===== src/shared/swmwc_pkg.sv =====
`default_nettype none
package swmwc_pkg;
  // ==========================================================
  // clock and pointer/command codes
  localparam int CLK_NS = 10;
  localparam logic [7:0] PTR_STATUS = 8'hf0;
  localparam logic [7:0] PTR_RDATA = 8'he1;
  localparam logic [7:0] PTR_CONFIG = 8'hc3;
  localparam logic [7:0] CMD_DEV_RESET = 8'hf0;
  localparam logic [7:0] CMD_SET_PTR = 8'he1;
  localparam logic [7:0] CMD_WRITE_CFG = 8'h3c;
  localparam logic [7:0] CMD_BUS_RESET = 8'h4b;
  localparam logic [7:0] CMD_SINGLE_BIT = 8'h87;
  localparam logic [7:0] CMD_WRITE_BYTE = 8'h5a;
  localparam logic [7:0] CMD_READ_BYTE = 8'h96;
  localparam logic [7:0] CMD_TRIPLET = 8'h69;
  localparam int PARAM_BIT = 7;
  localparam logic [4:0] I2C_ADDR_BASE = 5'h0c;
  // ==========================================================
  // register layout
  localparam int CFG_APU = 0;
  localparam int CFG_PPM = 1;
  localparam int CFG_SPU = 2;
  localparam int CFG_ODS = 3;
  localparam logic [3:0] CFG_RESET = 4'h0;
  localparam int ST_BUSY = 0;
  localparam int ST_PRES = 1;
  localparam int ST_SHORT = 2;
  localparam int ST_LEVEL = 3;
  localparam int ST_RST = 4;
  localparam int ST_SBR = 5;
  localparam int ST_TSB = 6;
  localparam int ST_DIR = 7;
  localparam logic [7:0] STATUS_RESET = 8'h10;
  // ==========================================================
  // waveform times in ns, cycles rounded up
  function automatic int cyc(input int ns);
    return (ns + CLK_NS - 1) / CLK_NS;
  endfunction
  localparam int T_SLOT_STD_NS = 65000;
  localparam int T_LOW0_STD_NS = 60000;
  localparam int T_LOW1_STD_NS = 6000;
  localparam int T_MSR_STD_NS = 15000;
  localparam int T_RSTL_STD_NS = 480000;
  localparam int T_RSTH_STD_NS = 480000;
  localparam int T_MSP_STD_NS = 70000;
  localparam int T_SSI_STD_NS = 10000;
  localparam int T_MASK1_NS = 2000;
  localparam int T_MASK2_NS = 8000;
  localparam int T_SLOT_OD_NS = 10000;
  localparam int T_LOW0_OD_NS = 7500;
  localparam int T_LOW1_OD_NS = 1000;
  localparam int T_MSR_OD_NS = 2000;
  localparam int T_RSTL_OD_NS = 48000;
  localparam int T_RSTH_OD_NS = 48000;
  localparam int T_MSP_OD_NS = 8000;
  localparam int T_SSI_OD_NS = 2000;
  localparam int T_APUOT_NS = 2500;
  localparam int SLOT_STD_CYC = cyc(T_SLOT_STD_NS);
  localparam int LOW0_STD_CYC = cyc(T_LOW0_STD_NS);
  localparam int LOW1_STD_CYC = cyc(T_LOW1_STD_NS);
  localparam int MSR_STD_CYC = cyc(T_MSR_STD_NS);
  localparam int RSTL_STD_CYC = cyc(T_RSTL_STD_NS);
  localparam int RSTH_STD_CYC = cyc(T_RSTH_STD_NS);
  localparam int MSP_STD_CYC = cyc(T_MSP_STD_NS);
  localparam int SSI_STD_CYC = cyc(T_SSI_STD_NS);
  localparam int MASK1_CYC = cyc(T_MASK1_NS);
  localparam int MASK2_CYC = cyc(T_MASK2_NS);
  localparam int SLOT_OD_CYC = cyc(T_SLOT_OD_NS);
  localparam int LOW0_OD_CYC = cyc(T_LOW0_OD_NS);
  localparam int LOW1_OD_CYC = cyc(T_LOW1_OD_NS);
  localparam int MSR_OD_CYC = cyc(T_MSR_OD_NS);
  localparam int RSTL_OD_CYC = cyc(T_RSTL_OD_NS);
  localparam int RSTH_OD_CYC = cyc(T_RSTH_OD_NS);
  localparam int MSP_OD_CYC = cyc(T_MSP_OD_NS);
  localparam int SSI_OD_CYC = cyc(T_SSI_OD_NS);
  localparam int APUOT_CYC = cyc(T_APUOT_NS);
  // ==========================================================
  // carriers
  typedef enum logic [1:0] {
    SEQ_IDLE = 2'b00,
    SEQ_RESET = 2'b01,
    SEQ_BITS = 2'b10,
    SEQ_TRIP = 2'b11
  } swmwc_seq_e;
  typedef struct packed {
    logic start;
    logic rst_slot;
    logic wbit;
    logic hold;
    logic od;
    logic active_pullup_en;
    logic mask;
  } swmwc_slot_req_s;
  typedef struct packed {
    logic done;
    logic sample;
    logic pres;
    logic short_det;
    logic pull_lo;
    logic pull_hi;
    logic rise;
  } swmwc_slot_rsp_s;
  typedef struct packed {
    logic busy;
    logic rst;
    logic wbit;
    logic hold;
    logic od;
    logic active_pullup_en;
    logic mask;
    logic apu_done;
    logic apu_on;
    logic [16:0] cnt;
    logic [16:0] apu_cnt;
    swmwc_slot_rsp_s rsp;
  } swmwc_slot_st_s;
endpackage
`default_nettype wire


===== src/verilog/swmwc_slot.sv =====
`default_nettype none
module swmwc_slot
  import swmwc_pkg::*;
#(
  parameter int RSTL_STD = RSTL_STD_CYC,
  parameter int RSTH_STD = RSTH_STD_CYC,
  parameter int SLOT_STD = SLOT_STD_CYC,
  parameter int LOW0_STD = LOW0_STD_CYC,
  parameter int MSP_STD = MSP_STD_CYC
) (
  input wire logic core_clk,
  input wire logic reset,
  input wire logic abort,
  input wire swmwc_slot_req_s req,
  input wire logic line_in,
  output var swmwc_slot_rsp_s rsp
);
  localparam logic [16:0] M1 = 17'(MASK1_CYC);
  localparam logic [16:0] M2 = 17'(MASK2_CYC);
  localparam logic [16:0] APU_LAST = 17'(APUOT_CYC - 1);

  function automatic logic [16:0] pick(input logic od, input int s, input int o);
    return od ? 17'(o) : 17'(s);
  endfunction

  swmwc_slot_st_s st;
  swmwc_slot_st_s nx;
  logic [16:0] c;
  logic [16:0] lo_end;

  // ==========================================================
  // one slot: reset/presence or a single bit
  always_comb begin
    nx = st;
    nx.rsp.done = 1'b0;
    nx.rsp.rise = 1'b0;
    c = st.cnt + 17'h1;
    lo_end = '0;
    if (abort) begin
      nx = '0;
    end else if (!st.busy) begin
      if (req.start) begin
        nx.busy = 1'b1;
        nx.rst = req.rst_slot;
        nx.wbit = req.wbit;
        nx.hold = req.hold;
        nx.od = req.od;
        nx.active_pullup_en = req.active_pullup_en;
        nx.mask = req.mask;
        nx.cnt = '0;
        nx.apu_done = 1'b0;
        nx.apu_on = 1'b0;
        nx.rsp.pull_lo = 1'b1;
        nx.rsp.pull_hi = 1'b0;
        nx.rsp.short_det = 1'b0;
      end
    end else if (st.rst) begin
      nx.cnt = c;
      lo_end = pick(st.od, RSTL_STD, RSTL_OD_CYC);
      // no pullup assist here: presence and short recovery stay resistive
      nx.rsp.pull_lo = (c < lo_end) ||
        (st.mask && !st.od && c >= lo_end + M1 && c < lo_end + M2);
      if (c == lo_end + pick(st.od, SSI_STD_CYC, SSI_OD_CYC) && !line_in) begin
        nx.rsp.short_det = 1'b1;
      end
      if (c == lo_end + pick(st.od, MSP_STD, MSP_OD_CYC)) begin
        nx.rsp.pres = !line_in && !st.rsp.short_det;
      end
      if (c == lo_end + pick(st.od, RSTH_STD, RSTH_OD_CYC)) begin
        nx.busy = 1'b0;
        nx.rsp.done = 1'b1;
      end
    end else begin
      nx.cnt = c;
      lo_end = st.wbit ? pick(st.od, LOW1_STD_CYC, LOW1_OD_CYC) :
        pick(st.od, LOW0_STD, LOW0_OD_CYC);
      nx.rsp.pull_lo = c < lo_end;
      if (c == pick(st.od, MSR_STD_CYC, MSR_OD_CYC)) begin
        nx.rsp.sample = line_in;
      end
      // line past the threshold once released: assist it for a fixed time, or to the slot end when hold is set
      if (!st.rsp.pull_lo && (st.active_pullup_en || st.hold) && !st.apu_done && line_in) begin
        nx.apu_done = 1'b1;
        nx.apu_on = 1'b1;
        nx.apu_cnt = '0;
        nx.rsp.rise = 1'b1;
      end else if (st.apu_on) begin
        nx.apu_cnt = st.apu_cnt + 17'h1;
        if (st.apu_cnt == APU_LAST && !st.hold) begin
          nx.apu_on = 1'b0;
        end
      end
      if (c == pick(st.od, SLOT_STD, SLOT_OD_CYC)) begin
        nx.busy = 1'b0;
        nx.rsp.done = 1'b1;
        nx.apu_on = 1'b0;
      end
      nx.rsp.pull_hi = nx.apu_on;
    end
  end

  always_ff @(posedge core_clk or posedge reset) begin
    if (reset) begin
      st <= '0;
    end else begin
      st <= nx;
    end
  end

  assign rsp = st.rsp;
endmodule // swmwc_slot
`default_nettype wire


===== src/verilog/swmwc_top.sv =====
`default_nettype none
module swmwc_top
  import swmwc_pkg::*;
#(
  parameter int RSTL_STD = RSTL_STD_CYC,
  parameter int RSTH_STD = RSTH_STD_CYC,
  parameter int SLOT_STD = SLOT_STD_CYC,
  parameter int LOW0_STD = LOW0_STD_CYC,
  parameter int MSP_STD = MSP_STD_CYC
) (
  input wire logic core_clk,
  input wire logic reset,
  input wire logic cmd_valid,
  input wire logic [7:0] cmd_code,
  input wire logic [7:0] cmd_param,
  output logic cmd_ack,
  output logic cmd_nack,
  input wire logic rd_req,
  output logic rd_valid,
  output logic [7:0] rd_data,
  input wire logic line_in,
  output logic line_out,
  output logic line_oe,
  output logic ext_pullup_ctrl_n,
  input wire logic addr_sel_lo,
  input wire logic addr_sel_hi,
  output logic [6:0] i2c_addr
);

  typedef struct packed {
    logic [3:0] cfg;
    logic [7:0] status;
    logic [7:0] ptr;
    logic [7:0] rdata;
    swmwc_seq_e seq;
    logic [3:0] nbits;
    logic [7:0] shift;
    logic rd_byte;
    logic single;
    logic [1:0] tstep;
    logic tv;
    logic spu_on;
    swmwc_slot_req_s sreq;
    logic cmd_ack;
    logic cmd_nack;
    logic rd_valid;
    logic [7:0] rd_data;
    logic line_out;
    logic line_oe;
    logic ext_n;
    logic [6:0] i2c_addr;
  } swmwc_st_s;

  localparam swmwc_st_s ST_INIT = '{
    cfg: CFG_RESET,
    status: STATUS_RESET,
    ptr: PTR_STATUS,
    seq: SEQ_IDLE,
    ext_n: 1'b1,
    default: '0
  };

  // ==========================================================
  // helpers
  function automatic swmwc_slot_req_s mk_req(input logic r, input logic w,
                                             input logic h, input logic [3:0] cf);
    swmwc_slot_req_s q;
    q.start = 1'b1;
    q.rst_slot = r;
    q.wbit = w;
    q.hold = h;
    q.od = cf[CFG_ODS];
    q.active_pullup_en = cf[CFG_APU];
    q.mask = cf[CFG_PPM];
    return q;
  endfunction

  function automatic logic ptr_ok(input logic [7:0] p);
    return p == PTR_STATUS || p == PTR_RDATA || p == PTR_CONFIG;
  endfunction

  swmwc_st_s st;
  swmwc_st_s nx;
  swmwc_slot_rsp_s srsp;
  logic abort;
  logic armed;
  logic s;
  logic dir;
  logic [7:0] sh;

  // ==========================================================
  // waveform engine
  swmwc_slot #(
    .RSTL_STD(RSTL_STD),
    .RSTH_STD(RSTH_STD),
    .SLOT_STD(SLOT_STD),
    .LOW0_STD(LOW0_STD),
    .MSP_STD(MSP_STD)
  ) u_slot (
    .core_clk(core_clk),
    .reset(reset),
    .abort(abort),
    .req(st.sreq),
    .line_in(line_in),
    .rsp(srsp)
  );

  // ==========================================================
  // command decode, registers and sequencing
  always_comb begin
    nx = st;
    nx.cmd_ack = 1'b0;
    nx.cmd_nack = 1'b0;
    nx.rd_valid = 1'b0;
    nx.sreq.start = 1'b0;
    abort = cmd_valid && cmd_code == CMD_DEV_RESET;
    armed = st.cfg[CFG_SPU] && !st.spu_on;
    s = srsp.sample;
    sh = {srsp.sample, st.shift[7:1]};
    dir = 1'b0;
    nx.i2c_addr = {I2C_ADDR_BASE, addr_sel_hi, addr_sel_lo};

    // register reads
    if (rd_req) begin
      nx.rd_valid = 1'b1;
      case (st.ptr)
        PTR_STATUS: begin
          // level is only refreshed when status is actually read
          nx.status[ST_LEVEL] = line_in;
          nx.rd_data = {st.status[7:4], line_in, st.status[2:0]};
        end
        PTR_CONFIG: begin
          nx.rd_data = {4'h0, st.cfg};
        end
        PTR_RDATA: begin
          nx.rd_data = st.rdata;
        end
        default: begin
          nx.rd_data = 8'h00;
        end
      endcase
    end

    // slot completion
    if (srsp.rise && st.sreq.hold) begin
      nx.spu_on = 1'b1;
    end
    if (srsp.done) begin
      case (st.seq)
        SEQ_RESET: begin
          nx.status[ST_PRES] = srsp.pres;
          nx.status[ST_SHORT] = srsp.short_det;
          nx.status[ST_BUSY] = 1'b0;
          nx.seq = SEQ_IDLE;
        end
        SEQ_BITS: begin
          nx.shift = sh;
          nx.nbits = st.nbits - 4'h1;
          if (st.nbits == 4'h1) begin
            if (st.single) begin
              nx.status[ST_SBR] = s;
            end
            if (st.rd_byte) begin
              nx.rdata = sh;
            end
            nx.status[ST_BUSY] = 1'b0;
            nx.seq = SEQ_IDLE;
          end else begin
            // strong pullup may only ride on a single-bit command or the last bit of a byte write
            nx.sreq = mk_req(1'b0, sh[0],
                             armed && !st.rd_byte && st.nbits == 4'h2, st.cfg);
          end
        end
        SEQ_TRIP: begin
          nx.tstep = st.tstep + 2'h1;
          if (st.tstep == 2'h0) begin
            nx.status[ST_SBR] = s;
            nx.sreq = mk_req(1'b0, 1'b1, 1'b0, st.cfg);
          end else if (st.tstep == 2'h1) begin
            if (st.status[ST_SBR] != s) begin
              dir = st.status[ST_SBR];
            end else if (s) begin
              dir = 1'b1;
            end else begin
              dir = st.tv;
            end
            nx.status[ST_TSB] = s;
            nx.status[ST_DIR] = dir;
            nx.sreq = mk_req(1'b0, dir, 1'b0, st.cfg);
          end else begin
            nx.status[ST_BUSY] = 1'b0;
            nx.seq = SEQ_IDLE;
          end
        end
        default: begin
          nx.seq = SEQ_IDLE;
        end
      endcase
    end

    // host commands
    if (cmd_valid) begin
      case (cmd_code)
        CMD_DEV_RESET: begin
          nx.cfg = CFG_RESET;
          nx.status = STATUS_RESET;
          nx.ptr = PTR_STATUS;
          nx.seq = SEQ_IDLE;
          nx.spu_on = 1'b0;
          nx.sreq = '0;
          nx.cmd_ack = 1'b1;
        end
        CMD_SET_PTR: begin
          if (ptr_ok(cmd_param)) begin
            nx.ptr = cmd_param;
            nx.cmd_ack = 1'b1;
          end else begin
            nx.cmd_nack = 1'b1;
          end
        end
        CMD_WRITE_CFG: begin
          // a bad complement leaves every field, armed pullup included, alone
          if (st.status[ST_BUSY] || cmd_param[7:4] != ~cmd_param[3:0]) begin
            nx.cmd_nack = 1'b1;
          end else begin
            nx.cfg = cmd_param[3:0];
            nx.status[ST_RST] = 1'b0;
            nx.ptr = PTR_CONFIG;
            if (!cmd_param[CFG_SPU]) begin
              nx.spu_on = 1'b0;
            end
            nx.cmd_ack = 1'b1;
          end
        end
        CMD_BUS_RESET, CMD_SINGLE_BIT, CMD_WRITE_BYTE, CMD_READ_BYTE,
        CMD_TRIPLET: begin
          if (st.status[ST_BUSY]) begin
            nx.cmd_nack = 1'b1;
          end else begin
            nx.cmd_ack = 1'b1;
            nx.ptr = PTR_STATUS;
            nx.status[ST_BUSY] = 1'b1;
            nx.rd_byte = cmd_code == CMD_READ_BYTE;
            nx.single = cmd_code == CMD_SINGLE_BIT;
            nx.tstep = 2'h0;
            nx.tv = cmd_param[PARAM_BIT];
            if (st.spu_on) begin
              // any accepted bus command ends a running strong pullup
              nx.spu_on = 1'b0;
              nx.cfg[CFG_SPU] = 1'b0;
            end
            case (cmd_code)
              CMD_BUS_RESET: begin
                nx.seq = SEQ_RESET;
                nx.sreq = mk_req(1'b1, 1'b1, 1'b0, st.cfg);
              end
              CMD_SINGLE_BIT: begin
                nx.seq = SEQ_BITS;
                nx.nbits = 4'h1;
                nx.sreq = mk_req(1'b0, cmd_param[PARAM_BIT], armed, st.cfg);
              end
              CMD_WRITE_BYTE: begin
                nx.seq = SEQ_BITS;
                nx.nbits = 4'h8;
                nx.shift = cmd_param;
                nx.sreq = mk_req(1'b0, cmd_param[0], 1'b0, st.cfg);
              end
              CMD_READ_BYTE: begin
                nx.seq = SEQ_BITS;
                nx.nbits = 4'h8;
                nx.shift = 8'hff;
                nx.sreq = mk_req(1'b0, 1'b1, 1'b0, st.cfg);
              end
              default: begin
                nx.seq = SEQ_TRIP;
                nx.sreq = mk_req(1'b0, 1'b1, 1'b0, st.cfg);
              end
            endcase
          end
        end
        default: begin
          nx.cmd_nack = 1'b1;
        end
      endcase
    end

    // strong pullup over: hand the field back to the host as cleared
    if (st.spu_on && !nx.spu_on) begin
      nx.cfg[CFG_SPU] = 1'b0;
    end

    // pin drive: oe high whenever this end drives the line
    nx.line_oe = srsp.pull_lo || srsp.pull_hi || nx.spu_on;
    nx.line_out = !srsp.pull_lo && (srsp.pull_hi || nx.spu_on);
    if (abort) begin
      nx.line_oe = 1'b0;
      nx.line_out = 1'b0;
    end
    nx.ext_n = !nx.spu_on;
  end

  always_ff @(posedge core_clk or posedge reset) begin
    if (reset) begin
      st <= ST_INIT;
    end else begin
      st <= nx;
    end
  end

  assign cmd_ack = st.cmd_ack;
  assign cmd_nack = st.cmd_nack;
  assign rd_valid = st.rd_valid;
  assign rd_data = st.rd_data;
  assign line_out = st.line_out;
  assign line_oe = st.line_oe;
  assign ext_pullup_ctrl_n = st.ext_n;
  assign i2c_addr = st.i2c_addr;
endmodule // swmwc_top
`default_nettype wire

===== config.mk =====
export PLATFORM = sky130hd
export DESIGN_NAME = swmwc_top
export DESIGN_NICKNAME = d
export VERILOG_FILES = /design/src/shared/swmwc_pkg.sv /design/src/verilog/swmwc_slot.sv /design/src/verilog/swmwc_top.sv
export SDC_FILE = /design/constraint.sdc
export NUM_CORES = 1
export LEC_CHECK = 0
export ABC_AREA = 0
export BUFFER_PORTS_ARGS = -buffer_cell sky130_fd_sc_hd__buf_2
export CAP_MARGIN = 10
export CORE_MARGIN = 2
export CORE_UTILIZATION = 40
export DETAILED_ROUTE_END_ITERATION = 8
export PLACE_DENSITY = 0.58
export SYNTH_ARGS = -nofsm -noshare
export SYNTH_HDL_FRONTEND = slang
export SYNTH_HIERARCHICAL = 1
export SYNTH_SLANG_ARGS = --single-unit

===== constraint.sdc =====
create_clock -name core_clk -period 4.1 [get_ports core_clk]
set_clock_uncertainty 0.2 [all_clocks]
set_input_delay 1.23 -clock core_clk [delete_from_list [all_inputs] [get_ports core_clk]]
set_output_delay 1.23 -clock core_clk [all_outputs]
set_load 0.01 [all_outputs]

== Word level (Yosys, flattened, before mapping) ==
Index checks and enable logic that the tools add are counted.
Word-level totals
  bits in writable memories: 0
  memory bits (read-only): 0
  bits in latches: 0
  output and inout port bits: 21
  register bits after elaboration: 122
  memories kept: 0
Cells by class
  bitwise logic cells: 2
  equality and inequality tests: 40
  $add $sub $neg: 9
  muxes and demuxes: 113
  shifts and indexed selects: 0
  divide/modulo/power cells: 0
  order comparisons: 4
  $mul: 0
  reduce and logical (&&, ||, !) cells: 60
Operators with widths (number)
  equality test 17 bit: 5
  2-to-1 mux 17 bit: 5
  equality test 8 bit, second input constant: 10
  2-to-1 mux 50 bit: 1
  2-to-1 mux 1 bit: 42
  2-to-1 mux 13 bit: 3
  2-to-1 mux 19 bit: 2
  adder 16 x 17 -> 17 bit: 2
  adder 17 x 1 -> 17 bit, second input constant: 2
  < comparator 17 bit: 2
  one-hot mux 8 bit (4 select lines): 1
  2-to-1 mux 10 bit: 3
  2-to-1 mux 29 bit: 1
  2-to-1 mux 28 bit: 1
  2-to-1 mux 7 bit: 4
  one-hot mux 7 bit (2 select lines): 2
  2-to-1 mux 26 bit: 1
  equality test 8 x 7 -> 1 bit, second input constant: 3
  2-to-1 mux 2 bit: 12
  2-to-1 mux 8 bit: 3
  one-hot mux 8 bit (3 select lines): 1
  != test 3 bit, second input constant: 7
  AND reduction 3 bit: 7
  2-to-1 mux 20 bit: 1
  other kinds (46): 107

== Logic depth before layout (Yosys ltp) ==
Gate-level depths: netlist of the first run.
  word-level depth: 14
  depth in mapped cells: 12
  depth with buffers taken out: 12

== Modules after synthesis ==
Netlist of the first run, hierarchy kept.
By module, submodules not included
  swmwc_top: cells each 384, times used 1, area an instance 3822.4 um^2, sequential area each 1759.2 um^2
  swmwc_slot: cells each 424, times used 1, area an instance 3633.5 um^2, sequential area each 1251.2 um^2

== Worst setup path after synthesis of the first run ==
Ideal clock, no wire load.
  path kind: in2reg
  start: input cmd_code[1]
  end: register u_slot/st[21] in the netlist's numbering
  path slack: 455 ps
  buffers on the path: 3
  arrival time: 3366 ps
  cell stages on the path: 10
  setup time: 78 ps
  cell sequence: nand2b_1 -> buf_2 -> nor4_1 -> clkbuf_1 -> inv_1 -> o21ai_0 -> buf_2 -> nand4_1 -> or3_1 -> a21oi_1
On the way
  longest elaborated chain between the ends: 4
RTL lines
  start, declared: RTL line swmwc_top.sv:14  | input wire logic [7:0] cmd_code,
  equality test 8 bit *: RTL line swmwc_top.sv:116  | abort = cmd_valid && cmd_code == CMD_DEV_RESET;
  logical AND 1 bit *: RTL line swmwc_top.sv:116
  via abort: RTL line swmwc_top.sv:85  | logic abort;
  != test 2 bit (no line) (tied with other cells)
  AND reduction 3 bit (no line)
  end signal, assigned: RTL line swmwc_slot.sv:106  | st <= nx;
  end, declared: RTL line swmwc_slot.sv:26  | swmwc_slot_st_s st;
Mark *: on every way through the listed nets, which the timed path passes. The rest lies on a longest branch.
A chain may end at the register's enable or synchronous reset.

== Worst setup path in the final report of the first run ==
  start: register u_slot/st[30] in the netlist's numbering
  end: register u_slot/st[41] in the netlist's numbering
On the way
  longest elaborated chain between the ends: 6
RTL lines
  adder 17 x 1 -> 17 bit: RTL line swmwc_slot.sv:37  | c = st.cnt + 17'h1;
  equality test 17 bit: RTL line swmwc_slot.sv:93  | if (c == pick(st.od, SLOT_STD, SLOT_OD_CYC)) begin
  2-to-1 mux 1 bit: RTL line swmwc_slot.sv:93
  2-to-1 mux 2 bit: RTL line swmwc_slot.sv:57  | end else if (st.rst) begin
  2-to-1 mux 19 bit: RTL line swmwc_slot.sv:41  | end else if (!st.busy) begin
  2-to-1 mux 50 bit: RTL line swmwc_slot.sv:39  | if (abort) begin
No other way between the ends. The select of a mux whose other input is x is not followed.

==> flow_summary_export.csv, run 1 <==
group,metric,value,unit
global_route,track_usage,19.70,%
pwr,clkPwrFrac,44.4,%
cells_and_area,layout_common_cells,"dfrtp_1, nor2_1, nand2_1, a21oi_1, inv_1",
detailed_routing,via_per_inst,5.687,
detailed_routing,drc,0,
floorplanning,chipWidth,140.5,um
clock_network,cts.repair.resized,0,
clock_network,cts.sinks,120,
cells_and_area,post-route-util,46.46,%
clock_network,cts_tree,"built",
detailed_routing,via_count,6136,
sta,relSlewSlack,30.90,%
pwr,p_leak,3.766,nW
floorplanning,core_area,0.01815,mm2
cells_and_area,fill_cells,1793,
floorplanning,boundaryPins,44,
detailed_routing,ant_nets,0,
synthesis,synthCells,808,
cells_and_area,layout-drive-gt1-share,16.59,%
pwr,internal-power,2.464,mW
critical_path,required,4.18,ns
synthesis,yosysUniqueCellTypes,78,
clock_network,clockBufferDepth,2,
synthesis,synthFlopType,"dfrtp_1",
synthesis,ys.warnings.count,6,
clock_network,cts_hold_buf,0,
sta,fin_hold_ws,0.2841,ns
floorplanning,fp.dieH,140.5,um
sta,report.final.slew_viol_count,0,
cells_and_area,antennaDiodeCount,0,
detailed_routing,wirelength,18850,um
critical_path,start_kind,"flop",
detailed_routing,first_pass_iters,5,
global_route,grt_pass1_vias,5931,
sta,tightestPinTransition,1.028,ns
pwr,p_seq_share,39.2,%
synthesis,ys_async_sr_fraction,100.0,%
critical_path,critPathMaxFanout,7,
global_route,grt.overflow.total,0,
outcome,status,"complete, no violations",
critical_path,cp-end-kind,"flop",
synthesis,syn_avg_cell_area,9.228,um2
synthesis,synth_edf_count,0,
global_route,grt_pass1_wl,31120,um
global_route,antenna_found_initial,0,
pwr,ir_worst_vdd,0.0002949,V
synthesis,synth_top_area_share,38.26,%
cells_and_area,stdcell_count,1079,
clock_network,postCtsSetupRepairBufs,0,
sta,fmax,267.5,MHz
cells_and_area,multiInputGateArea,0.003986,mm2
clock_network,cts.root.buffer_cell,"clkbuf_16",
pwr,p_switching,1.024,mW
synthesis,synth_area_leaders,"dfrtp_1, ha_1, nor2_1",
pwr,combPwrFrac,16.4,%
synthesis,synth-seq-cells,120,
cells_and_area,synthToLayoutAreaGrowth,13.07,%
clock_network,clk_latency,0.42,ns
hold_path,min_from,"st[68]",
critical_path,worstPathArrival,3.82,ns
floorplanning,die_area,0.01975,mm2
cells_and_area,nNetsFinal,895,
cells_and_area,seq_area,0.003010,mm2
pwr,power,3.488,mW
critical_path,path_class,"reg -> reg",
global_route,grt_start_max_net_pins,69,
cells_and_area,mostFrequentLayoutCell,"dfrtp_1",
sta,finalCritPeriodShare,91.18,%
clock_network,clk_pin_slew,0.06,ns
placement,dpl.hpwl,13520,um
floorplanning,std_cell_rows,49,
sta,finalHoldViolations,0,
placement,io_buffers,40,
critical_path,critPathLaunch,"u_slot/st[30]",
synthesis,syn-cell-area,0.007456,mm2
synthesis,yosys.area.top_type,"dfrtp_1",
hold_path,hold_path_class,"reg -> reg",
critical_path,r2r-start,"u_slot/st[30]",
sta,rsz0062_at_grt,"no",
sta,setup_viol,0,
placement,dp_cells,1047,
clock_network,htree_levels,4,
pwr,sw_frac_of_total,29.36,%
floorplanning,initial_core_util,41.09,%
synthesis,ys_seq_area_share,40.38,%
clock_network,cts_made_buffers,17,
sta,min_period,3.738,ns
run,drv_cap,0,
placement,gp_congestion,0.8940,
detailed_routing,wire_per_inst,17.47,um
detailed_routing,first_iter_violations,506,
sta,timing.setup.tns,0,ns
pwr,power_density,413.8,mW/mm2
[stage by stage]
step           setup slack, ns  cell area (um2)
6_report                0.3618             8431
5_1_grt                 0.1650             8431
4_1_cts                 0.4531             8431
3_5_place_dp            0.2725             7819
3_3_place_gp            0.3665             7819
2_1_floorplan           0.4555             7463
[critical path, stage by stage (launching register included)]
cell and delay, ns:
dfrtp_1 0.47, nand4_2 0.26, or4_1 0.57, xnor2_1 0.38
ha_1 0.26, inv_1 0.08, nor2_1 0.15, o21ai_0 0.12
nor4_1 0.31, nand4_1 0.21, o41ai_1 0.50, nand2_1 0.10
[synthesized netlist by cell type (13+ instances only)]
library cell / n
dfrtp_1: 114
nor2_1: 80
nand2_1: 53
a21oi_1: 50
inv_1: 48
o21ai_0: 41
ha_1: 35
nor3_1: 24
buf_4: 23
nand3_1: 21
xor2_1: 21
clkbuf_1: 18
a211oi_1: 16
xnor2_1: 16
nand4_1: 15
mux2_2: 13
nor2b_1: 13
[area by class of cell]
type | count | share of cell area (%)
Clock buffer | 18 | 5.209
Clock inverter | 14 | 2.048
Inverter | 50 | 2.226
Multi-Input combinational cell | 590 | 47.28
Sequential cell | 120 | 35.71
Tap cell | 229 | 3.399
Timing Repair Buffer | 58 | 4.126
[final timing paths]
path,endpoint,slack [ns],depth (start not counted)
min,st[68],0.28,2
min reg2reg,st[68],0.28,2
min in group asynchronous,line_oe,0.48,2
max in group asynchronous,u_slot/st[26],2.28,3
max reg2reg,u_slot/st[41],0.36,11
max,u_slot/st[41],0.36,11
[state kept, by name, summed over array words and instances, names as in the netlist]
| signal | cells |
|---|---|
| u_slot/rsp | 7 |
| ext_pullup_ctrl_n | 1 |
| line_out | 1 |
| cmd_nack | 1 |
| line_oe | 1 |
| st | 46 |
| cmd_ack | 1 |
| u_slot/st | 43 |
| i2c_addr | 3 |
| sh | 7 |
| rd_data | 8 |
| rd_valid | 1 |
[power groups by stage]
stage | clock (mW) | combinational (mW) | sequential, mW
4_1_cts | 1.58 | 0.567 | 1.37
3_3_place_gp | 0 | 0.564 | 1.39
3_5_place_dp | 0 | 0.566 | 1.39
6_report | 1.55 | 0.571 | 1.37
5_1_grt | 1.63 | 0.647 | 1.38
2_1_floorplan | 0 | 0.410 | 1.36
[cells by family after synthesis]
kind of cell	count (synthesis)	synth area share, %
AND/OR/NAND/NOR	285	20.54
AO/OA/AOI/OAI	203	18.58
flip-flops	120	40.38
buffers and inverters	100	6.343
XOR/XNOR	37	4.346
adder cells (fa/ha/maj)	35	5.873
multiplexers	26	3.843
other	2	0.1007
[routing by layer]
| metal | track usage (%) | vias up | wire (um) | part of all wire (%) |
|---|---|---|---|---|
| met3 | 3.350 | 17 | 742 | 3.9 |
| met5 | 0 | - | 0 | 0 |
| met4 | 5.211 | 0 | 191 | 1.0 |
| met2 | 29.33 | 131 | 8250 | 44 |
| met1 | 29.63 | 3028 | 9667 | 51 |
| li1 | - | 2960 | - | - |
Note: power is estimated with default switching activity, not from simulation.
==> inputs of run 2 (changes only) <==
--- a/config.mk
+++ b/config.mk
@@ -12,6 +12,7 @@
 export CORE_UTILIZATION = 40
 export DETAILED_ROUTE_END_ITERATION = 8
 export PLACE_DENSITY = 0.58
+export RECOVER_POWER = 25
 export SYNTH_ARGS = -nofsm -noshare
 export SYNTH_HDL_FRONTEND = slang
 export SYNTH_HIERARCHICAL = 1
==> run 2 against run 1 <==
Compared with the run above: the flow now finishes with violations (max-capacitance violations, max-slew violations); combinational power down 0.7%; sequential power hardly changed; total power is 0.16% lower; sequential share of layout area is 0.074 points higher; final area decreased by 0.21%; global-route usage unchanged; die area did not move; non-clock buffer count unchanged; setup slack improved by 0.036 ns; worst hold slack barely moved; clock power about the same; core utilization fell by 0.097 points; critical path type unchanged; highest routed layer unchanged.
==> flow_summary_export.csv, run 2 (synthesized netlist as in run 1, its figures left out) <==
group,metric,value,unit
outcome,status,"complete, but fails checks",
outcome,failed_checks,"max-capacitance violations, max-slew violations",
placement,gp_congestion,0.8940,
pwr,clkPwrFrac,44.4,%
detailed_routing,wire_per_inst,17.42,um
critical_path,reg2reg_depth,11,
clock_network,cts.root.buffer_cell,"clkbuf_16",
critical_path,worstPathArrival,3.79,ns
pwr,p_switching,1.020,mW
critical_path,rr_endpoint,"u_slot/st[41]",
clock_network,cts_tree,"built",
sta,rsz0062_at_grt,"no",
critical_path,start_kind,"flop",
pwr,combPwrFrac,16.3,%
clock_network,clk_pin_slew,0.06,ns
clock_network,cts_hold_buf,0,
sta,tightestPinTransition,1.718,ns
floorplanning,fp.dieH,140.5,um
detailed_routing,first_pass_iters,5,
cells_and_area,largest_register_ffs,46,
clock_network,clk_latency,0.42,ns
pwr,p_seq_share,39.3,%
cells_and_area,nNetsFinal,895,
global_route,grt_pass1_wl,31120,um
detailed_routing,ant_nets,0,
run,drv_cap,1,
critical_path,r2r-start,"u_slot/st[30]",
detailed_routing,wirelength,18800,um
critical_path,timing.critical_path.buf_inv,1,
clock_network,postCtsSetupRepairBufs,0,
floorplanning,die_area,0.01975,mm2
sta,min_period,3.702,ns
placement,io_buffers,40,
clock_network,cts.sinks,120,
pwr,p_leak,3.757,nW
critical_path,worstPathCellList,"nand4_2 -> or4_1 -> xnor2_1 -> ha_1 -> inv_1 -> nor2_1 -> o21ai_0 -> nor4_1 -> nand4_1 -> o41ai_1 -> nand2_1",
detailed_routing,first_iter_violations,499,
clock_network,clockBufferDepth,2,
sta,timing.setup.tns,0,ns
sta,finalCritPeriodShare,90.30,%
cells_and_area,top_register,"st",
critical_path,slowest_stage,"or4_1",
detailed_routing,drc,0,
pwr,power,3.483,mW
clock_network,htree_levels,4,
sta,fmax,270.1,MHz
floorplanning,initial_core_util,41.09,%
sta,relSlewSlack,-14.50,%
global_route,grt_start_max_net_pins,69,
hold_path,min_to,"st[68]",
placement,dpl.hpwl,13520,um
sta,finalHoldViolations,0,
critical_path,rrSetupSlack,0.40,ns
critical_path,critical_path.top_delay_family,"simple AND/OR/NAND/NOR gates",
cells_and_area,mostFrequentLayoutCell,"dfrtp_1",
hold_path,min_from,"st[68]",
sta,setup_viol,0,
clock_network,cts_made_buffers,17,
hold_path,min_path_cells,2,
critical_path,path_class,"reg -> reg",
sta,report.final.slew_viol_count,69,
pwr,power_density,414.0,mW/mm2
global_route,grt_pass1_vias,5931,
cells_and_area,synthToLayoutAreaGrowth,12.84,%
hold_path,hold_path_class,"reg -> reg",
floorplanning,chipWidth,140.5,um
detailed_routing,via_count,6156,
critical_path,cp-end-kind,"flop",
pwr,ir_worst_vdd,0.0002944,V
global_route,track_usage,19.70,%
critical_path,slowest_delay,0.57,ns
global_route,grt.overflow.total,0,
pwr,internal-power,2.462,mW
clock_network,cts.repair.resized,0,
cells_and_area,antennaDiodeCount,0,
floorplanning,core_area,0.01815,mm2
cells_and_area,layout_common_cells,"dfrtp_1, nor2_1, nand2_1, a21oi_1, inv_1",
detailed_routing,via_per_inst,5.705,
pwr,sw_frac_of_total,29.30,%
critical_path,required,4.18,ns
critical_path,critPathMaxFanout,7,
floorplanning,boundaryPins,44,
floorplanning,std_cell_rows,49,
global_route,antenna_found_initial,0,
cells_and_area,layout-drive-gt1-share,16.12,%
run 2: changes by cell type in the layout (fill, tap and decap cells not counted), sizes merged:
cell    change
buf         -3
clkbuf      +3
run 2: power by group through the flow:
| stage | clock (mW) | combinational (mW) | sequential [mW] |
|---|---|---|---|
| 2_1_floorplan | 0 | 0.410 | 1.36 |
| 3_3_place_gp | 0 | 0.564 | 1.39 |
| 3_5_place_dp | 0 | 0.566 | 1.39 |
| 4_1_cts | 1.58 | 0.567 | 1.37 |
| 5_1_grt | 1.63 | 0.645 | 1.38 |
| 6_report | 1.55 | 0.567 | 1.37 |
run 2: layout make-up:
type	instances	area (um2)
fillers	1796	9734
multi-input cells	590	3986
flip-flops and latches	120	3010
clock buffers	18	439.2
repair buffers	58	330.3
well taps	229	286.5
inverters	50	187.7
clock inverters	14	172.7
run 2: how the worst max path moves through the flow:
| stage | cells after the start | to | start | slack [ns] |
|---|---|---|---|---|
| floorplan | 10 | u_slot/st[21] | cmd_code[1] | 0.46 |
| global placement | 8 | u_slot/st[23] | cmd_code[1] | 0.37 |
| detailed placement | 8 | u_slot/st[23] | cmd_code[1] | 0.27 |
| CTS | 11 | u_slot/st[41] | u_slot/st[30] | 0.45 |
| global route | 11 | u_slot/st[41] | u_slot/st[30] | 0.17 |
| finish | 11 | u_slot/st[41] | u_slot/st[30] | 0.40 |
run 2: per-layer routing:
layer | GRT usage (%) | share of wire [%] | up-vias
met3 | 3.350 | 4.5 | 21
met1 | 29.63 | 51 | 3008
met5 | 0 | 0 | -
met4 | 5.211 | 1.0 | 0
li1 | - | - | 2961
met2 | 29.33 | 44 | 166
run 2: worst reg2reg max path, stage by stage, from the launching register on:
cell and delay [ns]:
dfrtp_1 0.47, nand4_2 0.26, or4_1 0.57, xnor2_1 0.38, ha_1 0.26, inv_1 0.08
nor2_1 0.15, o21ai_0 0.12, nor4_1 0.31, nand4_1 0.20, o41ai_1 0.47, nand2_1 0.10
run 2: metrics by stage:
step | area [um2] | util [%] | hold WS (ns) | instances | worst slack [ns]
3_3_place_gp | 7819 | 43.08 | 0.2711 | 1047 | 0.3665
5_1_grt | 8413 | 46.36 | 0.2994 | 1079 | 0.1650
4_1_cts | 8431 | 46.46 | 0.2866 | 1079 | 0.4531
2_1_floorplan | 7463 | - | 0.2400 | 810 | 0.4555
6_report | 8413 | 46.36 | 0.2841 | 1079 | 0.3977
3_5_place_dp | 7819 | 43.08 | 0.2759 | 1047 | 0.2725
